## config.mk

```make
export PLATFORM = sky130hd
export DESIGN_NAME = cifa_top
export DESIGN_NICKNAME = d
export VERILOG_FILES = /design/src/cifa_pkg.sv /design/src/cifa_top.sv
export SDC_FILE = /design/constraint.sdc
export NUM_CORES = 1
export LEC_CHECK = 0
export BUFFER_PORTS_ARGS = -buffer_cell sky130_fd_sc_hd__buf_2
export CAP_MARGIN = 0
export CELL_PAD_IN_SITES_DETAIL_PLACEMENT = 0
export CELL_PAD_IN_SITES_GLOBAL_PLACEMENT = 2
export CORE_MARGIN = 3
export CORE_UTILIZATION = 28
export DETAILED_ROUTE_END_ITERATION = 12
export PLACE_DENSITY_LB_ADDON = 0.12
export SLEW_MARGIN = 20
export SYNTH_ARGS = -nofsm -noshare
export SYNTH_HDL_FRONTEND = slang
export SYNTH_SLANG_ARGS = --single-unit
export TNS_END_PERCENT = 5
```

## constraint.sdc

```tcl
create_clock -name CLK_I -period 2.25 [get_ports CLK_I]
set_input_delay 0.45 -clock CLK_I [delete_from_list [all_inputs] [get_ports CLK_I]]
set_output_delay 0.45 -clock CLK_I [all_outputs]
set_load 0.01 [all_outputs]
```

## src/cifa_pkg.sv

```systemverilog
package cifa_pkg;

  // Pulse timing
  localparam int unsigned PULSE_TIME_MS = 2;
  localparam int unsigned CLK_FREQ_KHZ = 40000;
  localparam int unsigned PULSE_CYC = PULSE_TIME_MS * CLK_FREQ_KHZ;

  // Bus and register geometry
  localparam int unsigned DATA_W = 32;
  localparam int unsigned REG_W = 8;
  localparam int unsigned WORD_SHIFT = 2;
  localparam int unsigned HTRANS_ACT_BIT = 1;
  localparam logic [7:0] REG_RST = 8'h00;
  localparam logic [31:0] RDATA_RST = 32'h00000000;

  // Register indices; byte address is index times four
  localparam logic [7:0] IDX_STICKY1 = 8'h2a;
  localparam logic [7:0] IDX_STICKY2 = 8'h2c;
  localparam logic [7:0] IDX_STICKY3 = 8'h2d;
  localparam logic [7:0] IDX_LIVE2 = 8'h2e;
  localparam logic [7:0] IDX_LIVE3 = 8'h2f;
  localparam logic [7:0] IDX_CTRL = 8'h30;

  // Flag register two layout (sticky and live)
  localparam int unsigned B_OCP_L = 7;
  localparam int unsigned B_OCP_R = 6;
  localparam int unsigned B_DRC_L = 3;
  localparam int unsigned B_DRC_R = 2;
  localparam int unsigned B_PLAY_STD = 1;
  localparam int unsigned B_PLAY_AUX = 0;

  // Flag register three layout (sticky and live)
  localparam int unsigned B_NOISE_L = 6;
  localparam int unsigned B_NOISE_R = 5;
  localparam int unsigned B_REC_STD = 4;
  localparam int unsigned B_REC_AUX = 3;
  localparam int unsigned B_DCM_L = 2;
  localparam int unsigned B_DCM_R = 1;
  localparam logic [7:0] S3_USED = 8'h7e;

  // Sticky register one layout
  localparam int unsigned B_BSH_PLAY = 5;
  localparam int unsigned B_BSH_REC = 1;

  // Primary interrupt control layout
  localparam int unsigned C_EN_DRC = 5;
  localparam int unsigned C_EN_NOISE = 4;
  localparam int unsigned C_EN_OCP = 3;
  localparam int unsigned C_EN_DSP = 2;
  localparam int unsigned C_EN_DCM = 1;
  localparam int unsigned C_TRAIN = 0;

  typedef struct packed {
    logic ocp_l;
    logic ocp_r;
    logic drc_l;
    logic drc_r;
    logic noise_l;
    logic noise_r;
    logic rec_std;
    logic rec_aux;
    logic play_std;
    logic play_aux;
    logic dcm_l;
    logic dcm_r;
    logic bsh_rec_ovf;
    logic bsh_play_ovf;
  } cifa_evt_s;

  typedef enum logic [1:0] {ST_IDLE, ST_HIGH, ST_LOW} cifa_pulse_e;

endpackage

```

## src/cifa_top.sv

```systemverilog
// Behaviour
// RQ1 - Sticky three bits 6,5 latch left/right noise condition, clear on read.
// RQ2 - Sticky three bits 4,3 latch record core standard/auxiliary interrupt ports.
// RQ3 - Sticky three bits 2,1 latch DC measurement ready, clear on read.
// RQ4 - Sticky three bits 7 and 0 are reserved and read zero.
// RQ5 - Live two bits 7,6 show present headphone over-current, not latched.
// RQ6 - Live two bits 3,2 show present dynamic-range threshold exceedance.
// RQ7 - Live two bits 1,0 show playback core interrupt ports at read time.
// RQ8 - Live three bits 6,5 show present noise condition; read does not clear.
// RQ9 - Live three bits 4,3 show record core interrupt ports at read time.
// RQ10 - Live three bits 2,1 show DC measurement data currently available.
// RQ11 - Control bit 5 lets dynamic-range exceedance raise the primary interrupt.
// RQ12 - Control bit 4 lets the noise condition raise the primary interrupt.
// RQ13 - Control bit 3 lets headphone over-current raise the primary interrupt.
// RQ14 - Control bit 2 lets either core's interrupt raise the primary interrupt.
// RQ15 - Control bit 1 lets DC measurement ready raise the primary interrupt.
// RQ16 - Control bit 0 low: each event gives one 2 ms high pulse.
// RQ17 - Control bit 0 high: repeating 2 ms pulses until a sticky read.
// RQ18 - Software keeps control bits 7,6 at zero.
// RQ19 - Sticky two bits 7,6 latch headphone over-current, clear on read.
// RQ20 - Sticky two bits 3,2 latch dynamic-range exceedance, clear on read.
// RQ21 - Sticky one bits 5,1 latch barrel-shifter overflow, clear on read.
// RQ22 - Request is OR of enabled groups; pulse starts on its rising edge.
// RQ23 - Pulse length is a cycle count set by a parameter.
//
// Implementation choice: register access over AHB-Lite.
module cifa_top #(
  parameter int unsigned PULSE_CYCLES = cifa_pkg::PULSE_CYC
) (
  input wire logic CLK_I,
  input wire logic RST_I,
  input wire logic CE_I,
  input wire logic HSEL_I,
  input wire logic [31:0] HADDR_I,
  input wire logic [1:0] HTRANS_I,
  input wire logic HWRITE_I,
  input wire logic [2:0] HSIZE_I,
  input wire logic [31:0] HWDATA_I,
  input wire logic HREADY_I,
  input wire cifa_pkg::cifa_evt_s EVT_I,
  output logic [31:0] HRDATA_O,
  output logic HREADYOUT_O,
  output logic HRESP_O,
  output logic PRIMARY_IRQ_OUT_O
);

  localparam int unsigned CNT_W = $clog2(PULSE_CYCLES + 1);

  function automatic logic [31:0] reg_addr(input logic [7:0] idx);
    reg_addr = 32'(idx) << cifa_pkg::WORD_SHIFT;
  endfunction

  // Hardware set wins over a clear in the same cycle
  function automatic logic [7:0] sticky_next(input logic [7:0] q,
                                            input logic [7:0] set,
                                            input logic clr);
    sticky_next = (q & ~{8{clr}}) | set;
  endfunction

  logic [7:0] sticky1_q;
  logic [7:0] sticky2_q;
  logic [7:0] sticky3_q;
  logic [7:0] ctrl_q;
  logic [31:0] hrdata_q;
  logic hready_q;
  logic hresp_q;
  logic wr_pend_q;
  logic wr_ctrl_q;
  logic irq_q;
  logic req_q;
  logic run_q;
  logic run_d;
  logic [CNT_W-1:0] cnt_q;
  cifa_pkg::cifa_pulse_e st_q;
  cifa_pkg::cifa_pulse_e st_d;
  logic [7:0] live2;
  logic [7:0] live3;
  logic [7:0] set1;
  logic [7:0] rd_val;
  logic [7:0] ctrl_view;

  // Live flag vectors; unlisted bits stay zero
  always_comb
  begin
    live2 = cifa_pkg::REG_RST;
    live2[cifa_pkg::B_OCP_L] = EVT_I.ocp_l; // RQ5
    live2[cifa_pkg::B_OCP_R] = EVT_I.ocp_r; // RQ5
    live2[cifa_pkg::B_DRC_L] = EVT_I.drc_l; // RQ6
    live2[cifa_pkg::B_DRC_R] = EVT_I.drc_r; // RQ6
    live2[cifa_pkg::B_PLAY_STD] = EVT_I.play_std; // RQ7
    live2[cifa_pkg::B_PLAY_AUX] = EVT_I.play_aux; // RQ7
  end

  always_comb
  begin
    live3 = cifa_pkg::REG_RST;
    live3[cifa_pkg::B_NOISE_L] = EVT_I.noise_l; // RQ8
    live3[cifa_pkg::B_NOISE_R] = EVT_I.noise_r; // RQ8
    live3[cifa_pkg::B_REC_STD] = EVT_I.rec_std; // RQ9
    live3[cifa_pkg::B_REC_AUX] = EVT_I.rec_aux; // RQ9
    live3[cifa_pkg::B_DCM_L] = EVT_I.dcm_l; // RQ10
    live3[cifa_pkg::B_DCM_R] = EVT_I.dcm_r; // RQ10
  end

  always_comb
  begin
    set1 = cifa_pkg::REG_RST;
    set1[cifa_pkg::B_BSH_PLAY] = EVT_I.bsh_play_ovf; // RQ21
    set1[cifa_pkg::B_BSH_REC] = EVT_I.bsh_rec_ovf; // RQ21
  end

  // Bus decode
  wire ap_ok = CE_I && HSEL_I && HREADY_I
               && HTRANS_I[cifa_pkg::HTRANS_ACT_BIT];
  wire rd_ap = ap_ok && !HWRITE_I;
  wire wr_ap = ap_ok && HWRITE_I;
  wire hit_s1 = HADDR_I == reg_addr(cifa_pkg::IDX_STICKY1);
  wire hit_s2 = HADDR_I == reg_addr(cifa_pkg::IDX_STICKY2);
  wire hit_s3 = HADDR_I == reg_addr(cifa_pkg::IDX_STICKY3);
  wire hit_l2 = HADDR_I == reg_addr(cifa_pkg::IDX_LIVE2);
  wire hit_l3 = HADDR_I == reg_addr(cifa_pkg::IDX_LIVE3);
  wire hit_ct = HADDR_I == reg_addr(cifa_pkg::IDX_CTRL);
  wire clr1 = rd_ap && hit_s1; // RQ21
  wire clr2 = rd_ap && hit_s2; // RQ19 RQ20
  wire clr3 = rd_ap && hit_s3; // RQ1 RQ3
  wire ctrl_wr = CE_I && wr_pend_q && wr_ctrl_q;

  // A read right behind a control write sees the new value
  assign ctrl_view = (wr_pend_q && wr_ctrl_q) ?
                     HWDATA_I[cifa_pkg::REG_W-1:0] : ctrl_q;

  assign rd_val = hit_s1 ? sticky1_q :
                  hit_s2 ? sticky2_q :
                  hit_s3 ? sticky3_q :
                  hit_l2 ? live2 :
                  hit_l3 ? live3 :
                  hit_ct ? ctrl_view : cifa_pkg::REG_RST;

  always_ff @(posedge CLK_I)
  begin
    if (RST_I)
    begin
      hrdata_q <= cifa_pkg::RDATA_RST;
      hready_q <= 1'b1;
      hresp_q <= 1'b0;
      wr_pend_q <= 1'b0;
      wr_ctrl_q <= 1'b0;
      ctrl_q <= cifa_pkg::REG_RST;
    end
    else if (CE_I)
    begin
      hrdata_q <= rd_ap ? 32'(rd_val) : cifa_pkg::RDATA_RST;
      if (HREADY_I)
      begin
        wr_pend_q <= wr_ap;
        wr_ctrl_q <= hit_ct;
      end
      if (ctrl_wr)
        ctrl_q <= HWDATA_I[cifa_pkg::REG_W-1:0]; // RQ18
    end
  end

  // Sticky flags
  always_ff @(posedge CLK_I)
  begin
    if (RST_I)
    begin
      sticky1_q <= cifa_pkg::REG_RST;
      sticky2_q <= cifa_pkg::REG_RST;
      sticky3_q <= cifa_pkg::REG_RST; // RQ4
    end
    else if (CE_I)
    begin
      sticky1_q <= sticky_next(sticky1_q, set1, clr1); // RQ21
      sticky2_q <= sticky_next(sticky2_q, live2, clr2); // RQ19 RQ20
      sticky3_q <= sticky_next(sticky3_q, live3, clr3); // RQ1 RQ2 RQ3
    end
  end

  // Interrupt request from enabled groups
  wire grp_drc = EVT_I.drc_l || EVT_I.drc_r;
  wire grp_noise = EVT_I.noise_l || EVT_I.noise_r;
  wire grp_ocp = EVT_I.ocp_l || EVT_I.ocp_r;
  wire grp_dsp = EVT_I.rec_std || EVT_I.rec_aux
                 || EVT_I.play_std || EVT_I.play_aux;
  wire grp_dcm = EVT_I.dcm_l || EVT_I.dcm_r;
  wire req = (ctrl_q[cifa_pkg::C_EN_DRC] && grp_drc) // RQ11
          || (ctrl_q[cifa_pkg::C_EN_NOISE] && grp_noise) // RQ12
          || (ctrl_q[cifa_pkg::C_EN_OCP] && grp_ocp) // RQ13
          || (ctrl_q[cifa_pkg::C_EN_DSP] && grp_dsp) // RQ14
          || (ctrl_q[cifa_pkg::C_EN_DCM] && grp_dcm); // RQ15 RQ22
  wire req_rise = req && !req_q; // RQ22
  wire train = ctrl_q[cifa_pkg::C_TRAIN];
  wire stop = clr1 || clr2 || clr3; // RQ17
  wire cnt_end = cnt_q == CNT_W'(PULSE_CYCLES - 1); // RQ23
  wire start = (st_q == cifa_pkg::ST_IDLE) && req_rise;

  // Train keeps running until software reads a sticky register
  assign run_d = train && ((start && train) || (run_q && !stop)); // RQ17

  always_comb
  begin
    st_d = st_q;
    unique case (st_q)
      cifa_pkg::ST_IDLE:
        if (req_rise)
          st_d = cifa_pkg::ST_HIGH; // RQ22
      cifa_pkg::ST_HIGH:
        if (cnt_end)
          st_d = run_d ? cifa_pkg::ST_LOW : cifa_pkg::ST_IDLE; // RQ16
      cifa_pkg::ST_LOW:
        if (!run_d)
          st_d = cifa_pkg::ST_IDLE;
        else if (cnt_end)
          st_d = cifa_pkg::ST_HIGH; // RQ17
      default:
        st_d = cifa_pkg::ST_IDLE;
    endcase
  end

  always_ff @(posedge CLK_I)
  begin
    if (RST_I)
    begin
      st_q <= cifa_pkg::ST_IDLE;
      cnt_q <= '0;
      req_q <= 1'b0;
      run_q <= 1'b0;
      irq_q <= 1'b0;
    end
    else if (CE_I)
    begin
      st_q <= st_d;
      cnt_q <= (st_d != st_q) ? '0 : cnt_q + 1'b1; // RQ23
      req_q <= req;
      run_q <= run_d;
      irq_q <= st_d == cifa_pkg::ST_HIGH; // RQ16 RQ17
    end
  end

  assign HRDATA_O = hrdata_q;
  assign HREADYOUT_O = hready_q;
  assign HRESP_O = hresp_q;
  assign PRIMARY_IRQ_OUT_O = irq_q;

  // Checks
  int unsigned hi_cnt_q;

  always_ff @(posedge CLK_I)
  begin
    if (RST_I || !irq_q)
      hi_cnt_q <= 0;
    else if (CE_I)
      hi_cnt_q <= hi_cnt_q + 1;
  end
endmodule

```

After elaboration in Yosys (flattened, before gate mapping) --
Cells that the tools add are included.
Storage, ports and cells: word-level logic and storage cells 89, output and inout port bits 35, input bits 89, register bits after elaboration 88
Cells by class: muxes and demuxes 15, add/subtract/negate cells 1, equality and inequality tests 11, bitwise logic cells 9, reductions and logical operators 41
Operators with widths (number):
- 32-bit by 8-bit equality test with 1-bit output, second input constant | 6
- 8-bit two-way mux | 8
- 8-bit AND | 3
- 8-bit NOT | 3
- 1-bit logical AND | 21
- 17-bit by 1-bit adder with 17-bit output, second input constant | 1
- 17-bit equality test, second input constant | 1
- 17-bit two-way mux | 1
- 1-bit logical OR | 14
- 2-bit two-way mux | 5
- 8-bit by 6-bit bitwise OR with 8-bit output | 1
- 8-bit by 7-bit bitwise OR with 8-bit output | 1
- 8-bit bitwise OR | 1
- 2-bit one-hot mux with 3 select lines | 1
- 2-bit by 1-bit equality test with 1-bit output, second input constant | 2
- 2-bit AND reduction | 2
- 1-bit logical NOT | 3
- 2-bit equality test, second input constant | 1
- 2-bit logical NOT | 1
- 2-bit inequality test | 1

Logic depth before layout (Yosys ltp) --
Gate-level depths: netlist of the first run.
depth after elaboration 16, gate-level depth with buffers 8, gate-level depth less buffers 6

Least setup slack after synthesis of the first run --
Ideal clock, no wire load.
path kind in2reg, from input HADDR_I[3], to register cnt_q[13], path buffers 2, arrival time 1947 ps, required time 2164 ps, slack 217 ps, stages on the path 7, setup time 86 ps, path through buf_2 > xnor2_1 > nor3_1 > o2111ai_1 > nand4b_2 > buf_4 > a211oi_1
Between the ends: cells in the longest elaborated chain, start to end 13, elaborated cells between the ends (all ways) 18, classes of those cells 4 x eq/ne; 5 x mux; 9 x reduce/logical
Ends and longest elaborated chain:
- start, declared | line cifa_top.sv:34 | input wire logic [31:0] HADDR_I,
- 32-bit by 8-bit equality test with 1-bit output, on equally long branches | line cifa_top.sv:117, cifa_top.sv:118
- 1-bit logical AND, on equally long branches | line cifa_top.sv:123, cifa_top.sv:124
- 1-bit logical OR | line cifa_top.sv:194 | wire stop = clr1 || clr2 || clr3;
- 1-bit logical OR * | line cifa_top.sv:194
- 1-bit logical NOT * | line cifa_top.sv:199 | assign run_d = train && ((start && train) || (run_q && !stop));
- 1-bit logical AND * | line cifa_top.sv:199
- 1-bit logical OR * | line cifa_top.sv:199
- 1-bit logical AND * | line cifa_top.sv:199
- 2-bit two-way mux | line cifa_top.sv:210 | st_d = run_d ? cifa_pkg::ST_LOW : cifa_pkg::ST_IDLE;
- 2-bit two-way mux | line cifa_top.sv:209 | if (cnt_end)
- 2-bit one-hot mux with 3 select lines * | line cifa_top.sv:204 | unique case (st_q)
- 2-bit inequality test * | line cifa_top.sv:234 | cnt_q <= (st_d != st_q) ? '0 : cnt_q + 1'b1;
- 17-bit two-way mux * | line cifa_top.sv:234
- end signal, assigned | line cifa_top.sv:234
- end, declared | line cifa_top.sv:73 | logic [CNT_W-1:0] cnt_q;
Mark *: on every way between the ends. The rest lies on a longest branch, timed or not. A chain may end at the register's enable or synchronous reset.

Final worst setup path of the first run --
from register cnt_q[8], to register st_q[1]
Between the ends: cells in the longest elaborated chain, start to end 4, elaborated cells between the ends (all ways) 5, classes of those cells 1 x eq/ne; 4 x mux
Ends and longest elaborated chain:
- 17-bit equality test * | line cifa_top.sv:195 | wire cnt_end = cnt_q == CNT_W'(PULSE_CYCLES - 1);
- 2-bit two-way mux | line cifa_top.sv:214 | else if (cnt_end)
- 2-bit two-way mux | line cifa_top.sv:212 | if (!run_d)
- 2-bit one-hot mux with 3 select lines * | line cifa_top.sv:204
- end signal, assigned | line cifa_top.sv:225 | st_q <= cifa_pkg::ST_IDLE;
- end signal, assigned | line cifa_top.sv:233 | st_q <= st_d;
- end, declared | line cifa_top.sv:74 | cifa_pkg::cifa_pulse_e st_q;
Marked as above.

==> flow_summary_export.csv, run 1 <==
group,metric,value,unit
timing,slew_violations,0,
grt,grt_pass1_vias,3123,
floorplan,dieArea,0.0135,mm²
logic_synthesis,ys_seq_area_share,37.6,%
pwr,p_sw,0.657,mW
drt,drc,0,
setup_path,startpoint_type,"flip-flop",
pwr,sw_frac_of_total,21.6,%
drt,finalWirelength,10300,µm
min_path,hp-class,"in -> reg",
pwr,internal_power,2.39,mW
floorplan,initial_core_util,29.2,%
drt,drt_iter0_drc,88,
clock_network,cts_root_buffer,"clkbuf_16",
layout,final_core_util,37.0,%
logic_synthesis,synth_top_family_by_area,"simple AND/OR/NAND/NOR gates",
floorplan,chipWidth,116,µm
logic_synthesis,synthXorXnorAreaFrac,4.37,%
placement,portBuffers,69,
drt,vias_per_cell,4.94,
timing,relSlewSlack,60.5,%
min_path,hold_path_depth,3,
timing,hold_violations,0,
clock_network,post-cts-setup-buffers,0,
logic_synthesis,async_reset_ff_share,0,%
setup_path,r2r_slack,0.11,ns
setup_path,cp_max_fo,5,
timing,period_needed,2.14,ns
clock_network,cts_max_level,3,
layout,synthToLayoutAreaGrowth,26.7,%
clock_network,numCtsBuffers,9,
grt,gr-usage-all-layers,15.9,%
layout,fin_nets,573,
setup_path,worst-r2r-cell-count,5,
clock_network,postCtsHoldBufs,0,
pwr,powerDensity,707,mW/mm²
layout,finalInstanceArea,0.00431,mm²
clock_network,cts_tree,"built",
drt,detail-route-antenna-nets,0,
logic_synthesis,synth_cell_type_count,56,
pwr,p_total,3.05,mW
min_path,whs_endpoint,"sticky1_q[5]$_SDFFE_PP0P_",
placement,dpl_cell_area,0.00396,mm²
grt,overflow,0,
logic_synthesis,synth_compound_area_share,21.8,%
clock_network,cts_resized,0,
pwr,clockPowerShare,53.9,%
logic_synthesis,synthMuxAreaShare,4.45,%
drt,wl_per_cell,16.3,µm
timing,final-setup-viol-count,0,
logic_synthesis,synth_edf_count,0,
setup_path,critPathKind,"reg -> reg",
pwr,comb_power_share,7.6,%
placement,dp.cells,615,
pwr,vdd_drop_max,337,µV
setup_path,arrival,2.35,ns
floorplan,core_area,0.0117,mm²
timing,fin_skew,0.00579,ns
setup_path,endpoint_kind,"flip-flop",
logic_synthesis,postSynthAreaPerCell,8.54,µm²
flow_run,maxCapViolations,0,
timing,fin_crit_sh,95.1,%
clock_network,clock_latency,0.33,ns
clock_network,clock_sinks,64,
grt,grt_first_pass_wirelength,16400,µm
logic_synthesis,synthAdderAreaFrac,0.367,%
drt,firstDrtPassIters,4,
placement,hpwlAfterDp,7960,µm
logic_synthesis,yosys_warnings,0,
clock_network,clkTransAtPathRegs,0.06,ns
floorplan,rows,39,
layout,fillCellCount,1236,
logic_synthesis,synth-simple-area-share,22.5,%
grt,antenna_found_initial,0,
pwr,seqPwrFrac,38.5,%
floorplan,die_height,116,µm
timing,worst_pin_slew,0.578,ns
grt,grt_max_degree,28,
layout,final_cells,631,
logic_synthesis,synthCells,399,
setup_path,required,2.46,ns
timing,rsz0062_at_grt,"false",
min_path,holdCritStartpoint,"EVT_I[0]",
setup_path,r2r-start,"cnt_q[8]$_SDFFE_PP0P_",
setup_path,reg2reg_to,"st_q[1]$_SDFFE_PP0P_",
run_status,status,"complete, no violations",
logic_synthesis,synthFlopType,"dfxtp_1",
pwr,p_leak,1.71,nW
logic_synthesis,ys_ff_latch,64,
clock_network,clock_path_buffers,2,
placement,gp_congestion,0.777,
timing,tns,0,ns
timing,fmax,467,MHz
drt,via_count,3120,
logic_synthesis,syn_area,0.00341,mm²
floorplan,boundaryPins,124,
layout,diodes,0,
layout,final_layout_size_suffix_gt1_share,25.2,%
==> through the flow <==
stage,hold slack [ns],setup WS (ns)
after floorplan,0.430,0.217
after global placement,0.437,0.0729
after detailed placement,0.445,0.0495
after CTS,0.358,0.101
after global routing,0.388,0.0628
final,0.369,0.109
==> cell type report <==
type,count,area [µm²],share of cell area [%]
clock buffers,11,253,5.86
clock inverters,5,103,2.38
inverters,4,15.0,0.348
multi-input cells,309,1920,44.5
flip-flops and latches,64,1280,29.7
well taps,143,179,4.15
repair buffers,95,566,13.1
==> cells in the final DEF (no fill, tap or decap), types with 4 or more instances in the layout <==
master,instances
buf_2,69
dfxtp_1,64
nand2_1,39
conb_1,26
nor2_1,25
o21ai_0,24
buf_4,24
a21oi_1,21
a211oi_1,17
nor3_1,14
mux2i_1,14
xnor2_1,12
nand3_1,11
clkbuf_16,9
nor4_1,8
and2_1,8
and3_1,6
o211ai_1,6
xor2_1,5
nor3b_1,5
inv_1,4
a21boi_0,4
a2bb2oi_1,4
a21o_1,4
a221o_1,4
a22oi_1,4
==> power by group through the flow <==
stage | logic [mW] | clock network [mW] | registers (mW)
floorplan | 0.152 | 0 | 1.19
detailed placement | 0.234 | 0 | 1.20
global placement | 0.232 | 0 | 1.20
CTS | 0.235 | 1.70 | 1.17
finish | 0.230 | 1.64 | 1.17
global route | 0.263 | 1.75 | 1.18
==> cells in the mapped netlist, types with 2 or more instances <==
cell type   n  area, µm²
a22oi_1     4       30.0
o22ai_1     3       18.8
nand3_1    11       55.1
a2111oi_0   2       17.5
o21a_1      2       15.0
buf_2       3       15.0
clkbuf_1   14       52.6
nand3b_1    3       22.5
dfxtp_1    64       1280
o211ai_1    6       45.0
nor2_1     25       93.8
xor2_1      5       43.8
and2_1      8       50.1
o21ai_0    24        120
a21o_1      4       30.0
nor3_1     14       70.1
mux2i_1    14        140
and4_1      2       17.5
a21boi_0    4       30.0
buf_4      28        210
a221o_1     4       40.0
or3_1       2       12.5
and4b_1     2       20.0
nor4bb_1    2       20.0
nor4_1      8       50.1
nor4_2      2       25.0
nand4_1     3       18.8
xnor2_1    12        105
a2bb2oi_1   4       35.0
nand2_1    39        146
nor3b_1     5       37.5
a21oi_1    21        105
a32oi_1     2       17.5
inv_1       4       15.0
nand2b_1    2       12.5
o31ai_1     3       22.5
a211oi_1   17        128
conb_1      2       7.51
and3_1      6       37.5
or2_2       3       18.8
==> sequential cells by signal (all words and copies together) (netlist names), 2 cells and up <==
name and flops:
ctrl_q 8, HRDATA_O 8, sticky2_q 8, st_q 2, cnt_q 17, sticky1_q 8, sticky3_q 8
==> worst max path at each step <==
stage | start | endpoint | slack, ns | cells past startpoint
6_report | cnt_q[8]$_SDFFE_PP0P_ | st_q[1]$_SDFFE_PP0P_ | 0.11 | 5
5_1_grt | cnt_q[8]$_SDFFE_PP0P_ | st_q[1]$_SDFFE_PP0P_ | 0.06 | 5
4_1_cts | cnt_q[8]$_SDFFE_PP0P_ | st_q[1]$_SDFFE_PP0P_ | 0.10 | 5
2_1_floorplan | HADDR_I[3] | cnt_q[13]$_SDFFE_PP0P_ | 0.22 | 7
3_3_place_gp | HADDR_I[6] | PRIMARY_IRQ_OUT_O$_SDFFE_PP0P_ | 0.07 | 7
3_5_place_dp | EVT_I[4] | cnt_q[13]$_SDFFE_PP0P_ | 0.05 | 7
==> critical path, cell delays in order, from the launching register on <==
cell and delay [ns]:
dfxtp_1 0.34, or4b_1 0.52, or3_1 0.43, or2_4 0.31, and4b_1 0.18, a221o_1 0.26
==> kinds of logic after synthesis <==
group | after synthesis
AND/OR/NAND/NOR | 143
AO/OA/AOI/OAI | 107
flip-flops | 64
buffers and inverters | 50
XOR/XNOR | 17
multiplexers | 15
other | 2
adder cells (fa/ha/maj) | 1
==> per-layer routing <==
layer	wire length (µm)	track usage, %	up-vias
met2	5180	27.7	52
li1	-	-	1582
met5	0	0	-
met3	390	3.73	13
met1	4530	19.3	1473
met4	172	4.95	0
Power figures use the tool's default switching activity.
==> inputs of run 2 (changes only) <==
--- a/config.mk
+++ b/config.mk
@@ -13,6 +13,7 @@
 export CORE_UTILIZATION = 28
 export DETAILED_ROUTE_END_ITERATION = 12
 export PLACE_DENSITY_LB_ADDON = 0.12
+export REMOVE_ABC_BUFFERS = 1
 export SLEW_MARGIN = 20
 export SYNTH_ARGS = -nofsm -noshare
 export SYNTH_HDL_FRONTEND = slang
==> run 2 against run 1 <==
Net effect:
- sequential power about the same
- non-clock buffer count increased by 3
- worst setup slack improved by 0.033 ns
- cell count increased by 0.48%
- worst hold slack got worse by 0.0011 ns
- design area decreased by 0.75%
- die area unchanged
- critical path depth unchanged
- via count decreased by 0.83%
- routed wire length increased by 1.6%
- first-iteration DRC count increased by 53%
- sequential cell count unchanged
- critical path type unchanged
- largest power group unchanged
- highest routed layer is now met5
==> flow_summary_export.csv, run 2 (same netlist as run 1, synthesis figures left out) <==
group,metric,value,unit
grt,overflow,0,
pwr,sw_frac_of_total,23.2,%
pwr,vdd_drop_max,576,µV
drt,routedLengthMet1,5030,µm
timing,fin_crit_sh,93.7,%
layout,fin_nets,576,
setup_path,critPathKind,"reg -> reg",
clock_network,clock_path_buffers,2,
clock_network,clkTransAtPathRegs,0.05,ns
clock_network,postCtsHoldBufs,0,
drt,finalWirelength,10400,µm
floorplan,initial_core_util,29.2,%
drt,detail-route-antenna-nets,0,
clock_network,numCtsBuffers,9,
timing,worst_pin_slew,0.569,ns
min_path,hp-class,"in -> reg",
clock_network,clock_sinks,64,
run_status,status,"complete, no violations",
drt,top_layer,"met5",
timing,worst_hold_slack,0.368,ns
floorplan,rows,39,
drt,drc,0,
clock_network,cts_tree,"built",
grt,antenna_found_initial,1,
drt,firstDrtPassIters,6,
pwr,internal_power,2.17,mW
layout,finalInstanceArea,0.00428,mm²
placement,hpwlAfterDp,7960,µm
drt,via_count,3094,
clock_network,clock_latency,0.33,ns
timing,hold_violations,0,
layout,diodes,0,
floorplan,dieArea,0.0135,mm²
setup_path,startpoint_type,"flip-flop",
floorplan,chipWidth,116,µm
clock_network,cts_root_buffer,"clkbuf_16",
timing,fin_skew,0.00814,ns
drt,vias_per_cell,4.88,
setup_path,endpoint_kind,"flip-flop",
floorplan,core_area,0.0117,mm²
setup_path,required,2.47,ns
setup_path,arrival,2.32,ns
pwr,comb_power_share,8.4,%
setup_path,cp_max_fo,5,
layout,fillCellCount,1245,
grt,gr-usage-all-layers,15.8,%
pwr,seqPwrFrac,41.6,%
drt,drt_iter0_drc,135,
drt,wl_met2,4860,µm
placement,portBuffers,69,
pwr,powerDensity,659,mW/mm²
layout,largest_reg_flops,17,
grt,grt_pass1_vias,2951,
layout,final_common_cell,"buf_2",
pwr,p_leak,1.70,nW
layout,final_cell_mix,"buf_2 (69), dfxtp_1 (64), nand2_1 (39)",
timing,relSlewSlack,61.1,%
layout,top_register,"cnt_q",
clock_network,post-cts-setup-buffers,0,
clock_network,cts_resized,0,
timing,slew_violations,0,
clock_network,cts_max_level,3,
grt,grt_first_pass_wirelength,16500,µm
flow_run,maxCapViolations,0,
drt,wl_met3,468,µm
pwr,p_sw,0.654,mW
timing,rsz0062_at_grt,"false",
pwr,clockPowerShare,50.0,%
setup_path,r2r_slack,0.14,ns
floorplan,die_height,116,µm
placement,gp_congestion,0.804,
timing,period_needed,2.11,ns
placement,dpl_cell_area,0.00398,mm²
floorplan,boundaryPins,124,
timing,final-setup-viol-count,0,
drt,wl_per_cell,16.5,µm
layout,final_layout_size_suffix_gt1_share,25.3,%
grt,grt_max_degree,21,
layout,synthToLayoutAreaGrowth,25.7,%
timing,fmax,474,MHz
run 2: cell types whose count changed in the layout (fill, tap and decap cells not counted):
cell	before	now
clkbuf_1	0	2
clkinvlp_4	1	0
bufinv_16	3	1
buf_4	24	27
clkinv_2	1	2
run 2: layer usage:
metal	vias up	global-route usage, %
li1	1591	-
met1	1431	21.6
met2	63	25.2
met3	7	3.73
met4	2	3.94
met5	-	0
run 2: final timing paths:
check / start / to / cells past startpoint
worst max-delay path: cnt_q[8]$_SDFFE_PP0P_ / st_q[1]$_SDFFE_PP0P_ / 5
worst min-delay path: HWDATA_I[2] / ctrl_q[2]$_SDFFE_PP0P_ / 3
worst max register to register: cnt_q[8]$_SDFFE_PP0P_ / st_q[1]$_SDFFE_PP0P_ / 5
worst min register to register: HRDATA_O[7]$_SDFFE_PP0P_ / HRDATA_O[7]$_SDFFE_PP0P_ / 2
run 2: cell type report:
class,count,area [µm²],share of cell area [%]
Inverter,4,15.0,0.351
Multi-Input combinational cell,309,1920,44.8
Clock buffer,13,260,6.08
Sequential cell,64,1280,29.9
Clock inverter,3,40.0,0.935
Tap cell,143,179,4.18
Timing Repair Buffer,98,588,13.7
run 2: stage by stage:
step           std cells  setup slack [ns]  utilization (%)  TNS (ns)  power [mW]
6_report             634             0.142             36.7         0        2.82
5_1_grt              634            0.0579             36.7         0        2.93
4_1_cts              634             0.130             36.7         0        2.86
3_5_place_dp         618           -0.0537             34.1    -0.439        1.43
3_3_place_gp         618           -0.0460             34.1    -0.612        1.43
2_1_floorplan        377             0.212                -         0        1.29
run 2: power groups by stage:
stage               combinational (mW)  sequential (mW)  clock, mW
CTS                              0.238             1.17       1.45
floorplan                       0.0938             1.19          0
detailed placement               0.237             1.20          0
global placement                 0.234             1.20          0
finish                           0.237             1.17       1.41
global route                     0.264             1.18       1.49
run 2: critical path: stages, from the launching register on:
cell     delay [ns]
dfxtp_1        0.34
or4b_1         0.49
or3_1          0.43
or2_4          0.31
and4b_1        0.18
a221o_1        0.25
==> inputs of run 3 (changes only) <==
==> constraint.sdc (replaced) <==
create_clock -name CLK_I -period 2.1 [get_ports CLK_I]
set_input_delay 0.42 -clock CLK_I [delete_from_list [all_inputs] [get_ports CLK_I]]
set_output_delay 0.42 -clock CLK_I [all_outputs]
set_load 0.01 [all_outputs]
==> run 3 against run 2 <==
Net effect:
- the run now ends with negative setup slack left
- global-route usage rose by 0.16 points
- utilization grew 0.89 points
- cell count rose by 1.3%
- power is 7.4% higher
- non-clock buffer count grew 8
- design area up 2.4%
- worst hold slack got worse by 0.027 ns
- clock power increased by 7%
- via count grew 3.0%
- count of clock-buffer cells in the layout did not move
- fmax increased by 0.31%
==> flow_summary_export.csv, run 3 (same netlist as run 1, synthesis figures left out) <==
group,metric,value,unit
pwr,p_total,3.03,mW
drt,wl_per_cell,16.1,µm
pwr,p_sw,0.701,mW
layout,synthToLayoutAreaGrowth,28.8,%
drt,detail-route-antenna-nets,0,
floorplan,core_area,0.0117,mm²
pwr,internal_power,2.33,mW
timing,worst_hold_slack,0.341,ns
clock_network,cts_tree,"built",
setup_path,cp-startpoint,"cnt_q[9]$_SDFFE_PP0P_",
drt,firstDrtPassIters,4,
layout,top_register,"cnt_q",
placement,dp_slack,-0.203,ns
run_status,status,"finished, violations left",
clock_network,clock_path_buffers,2,
timing,fin_crit_sh,100,%
pwr,p_leak,1.75,nW
min_path,whs_endpoint,"ctrl_q[3]$_SDFFE_PP0P_",
pwr,powerDensity,692,mW/mm²
layout,final_cell_mix,"buf_2 (69), dfxtp_1 (63), nand2_1 (39)",
pwr,comb_power_share,8.8,%
timing,hold_violations,0,
clock_network,postCtsHoldBufs,0,
layout,diodes,0,
min_path,holdCritStartpoint,"HWDATA_I[3]",
timing,slew_violations,0,
setup_path,arrival,2.30,ns
timing,final-setup-viol-count,1,
setup_path,cp_max_fo,5,
setup_path,worst-r2r-cell-count,5,
setup_path,r2r-start,"cnt_q[9]$_SDFFE_PP0P_",
setup_path,startpoint_type,"flip-flop",
drt,top_layer,"met5",
layout,final_common_cell,"buf_2",
setup_path,r2r_slack,-0.001,ns
floorplan,chipWidth,116,µm
setup_path,endpoint_kind,"flip-flop",
timing,period_needed,2.10,ns
grt,overflow,0,
layout,fillCellCount,1232,
layout,largest_reg_flops,17,
floorplan,boundaryPins,124,
floorplan,initial_core_util,29.2,%
drt,wl_met2,4870,µm
clock_network,numCtsBuffers,9,
grt,grt_max_degree,22,
layout,finalInstanceArea,0.00439,mm²
pwr,seqPwrFrac,41.4,%
layout,fin_nets,584,
drt,routedLengthMet1,4790,µm
clock_network,clock_sinks,64,
timing,relSlewSlack,59.5,%
floorplan,dieArea,0.0135,mm²
grt,antenna_found_initial,2,
clock_network,clock_latency,0.33,ns
placement,portBuffers,69,
timing,rsz0062_at_grt,"true",
flow_run,maxCapViolations,0,
run_status,violations,"negative setup slack",
drt,drc,0,
floorplan,rows,39,
setup_path,reg2reg_to,"PRIMARY_IRQ_OUT_O$_SDFFE_PP0P_",
grt,grt_first_pass_wirelength,16700,µm
drt,via_count,3188,
drt,wl_met3,525,µm
timing,fin_skew,0.00751,ns
placement,dpl_cell_area,0.00405,mm²
clock_network,post-cts-setup-buffers,0,
timing,tns,-0.00141,ns
pwr,clockPowerShare,49.9,%
setup_path,critPathKind,"reg -> reg",
grt,grt_pass1_vias,3192,
clock_network,cts_max_level,3,
drt,finalWirelength,10400,µm
pwr,sw_frac_of_total,23.1,%
setup_path,required,2.30,ns
drt,drt_iter0_drc,126,
layout,final_layout_size_suffix_gt1_share,27.5,%
placement,dp.cells,627,
layout,final_cells,642,
pwr,vdd_drop_max,262,µV
timing,fin_ws,-0.00141,ns
min_path,hold_path_depth,3,
floorplan,die_height,116,µm
timing,worst_pin_slew,0.593,ns
clock_network,cts_root_buffer,"clkbuf_16",
placement,hpwlAfterDp,7930,µm
grt,gr-usage-all-layers,16.0,%
layout,final_core_util,37.6,%
min_path,hp-class,"in -> reg",
placement,gp_congestion,0.837,
drt,vias_per_cell,4.97,
clock_network,clkTransAtPathRegs,0.05,ns
timing,fmax,476,MHz
-- run 3: worst max-delay path by stage --
stage,cells past startpoint,end
after floorplan,5,cnt_q[0]$_SDFFE_PP0P_
after global placement,7,cnt_q[9]$_SDFFE_PP0P_
after detailed placement,7,cnt_q[12]$_SDFFE_PP0P_
after CTS,6,st_q[0]$_SDFFE_PP0P_
after global routing,5,PRIMARY_IRQ_OUT_O$_SDFFE_PP0P_
final,5,PRIMARY_IRQ_OUT_O$_SDFFE_PP0P_
-- run 3: power by group through the flow --
stage                     clock network, mW  registers [mW]  logic (mW)
after global routing                   1.59            1.26       0.299
after global placement                    0            1.28       0.260
after detailed placement                  0            1.28       0.263
after floorplan                           0            1.28       0.101
after CTS                              1.54            1.25       0.264
final                                  1.51            1.25       0.266
-- run 3: cell type report --
class / count / area, µm² / area share, %
timing repair buffer: 106 / 648 / 14.8
sequential: 64 / 1280 / 29.2
inverter: 4 / 15.0 / 0.342
clock buffer: 13 / 260 / 5.93
tap: 143 / 179 / 4.08
multi-input combinational: 309 / 1960 / 44.7
clock inverter: 3 / 40.0 / 0.913
-- run 3: what timing repair did --
action                                 4_1_cts  5_1_grt
endpoints found under the hold margin        0        0
setup endpoints to repair                    3        4
pin swaps                                    2        3
resized for setup                            1        6
-- run 3: critical path, stage by stage, from the launching register on --
cell       delay, ns
dfxtp_2         0.32
or4b_4          0.52
or3_4           0.40
or2_4           0.30
a2111oi_4       0.35
nor4_4          0.09
-- run 3: per-layer routing --
layer,track usage [%],vias to the layer above
met4,4.95,4
li1,-,1611
met1,20.8,1493
met5,0,-
met3,4.40,15
met2,25.7,65
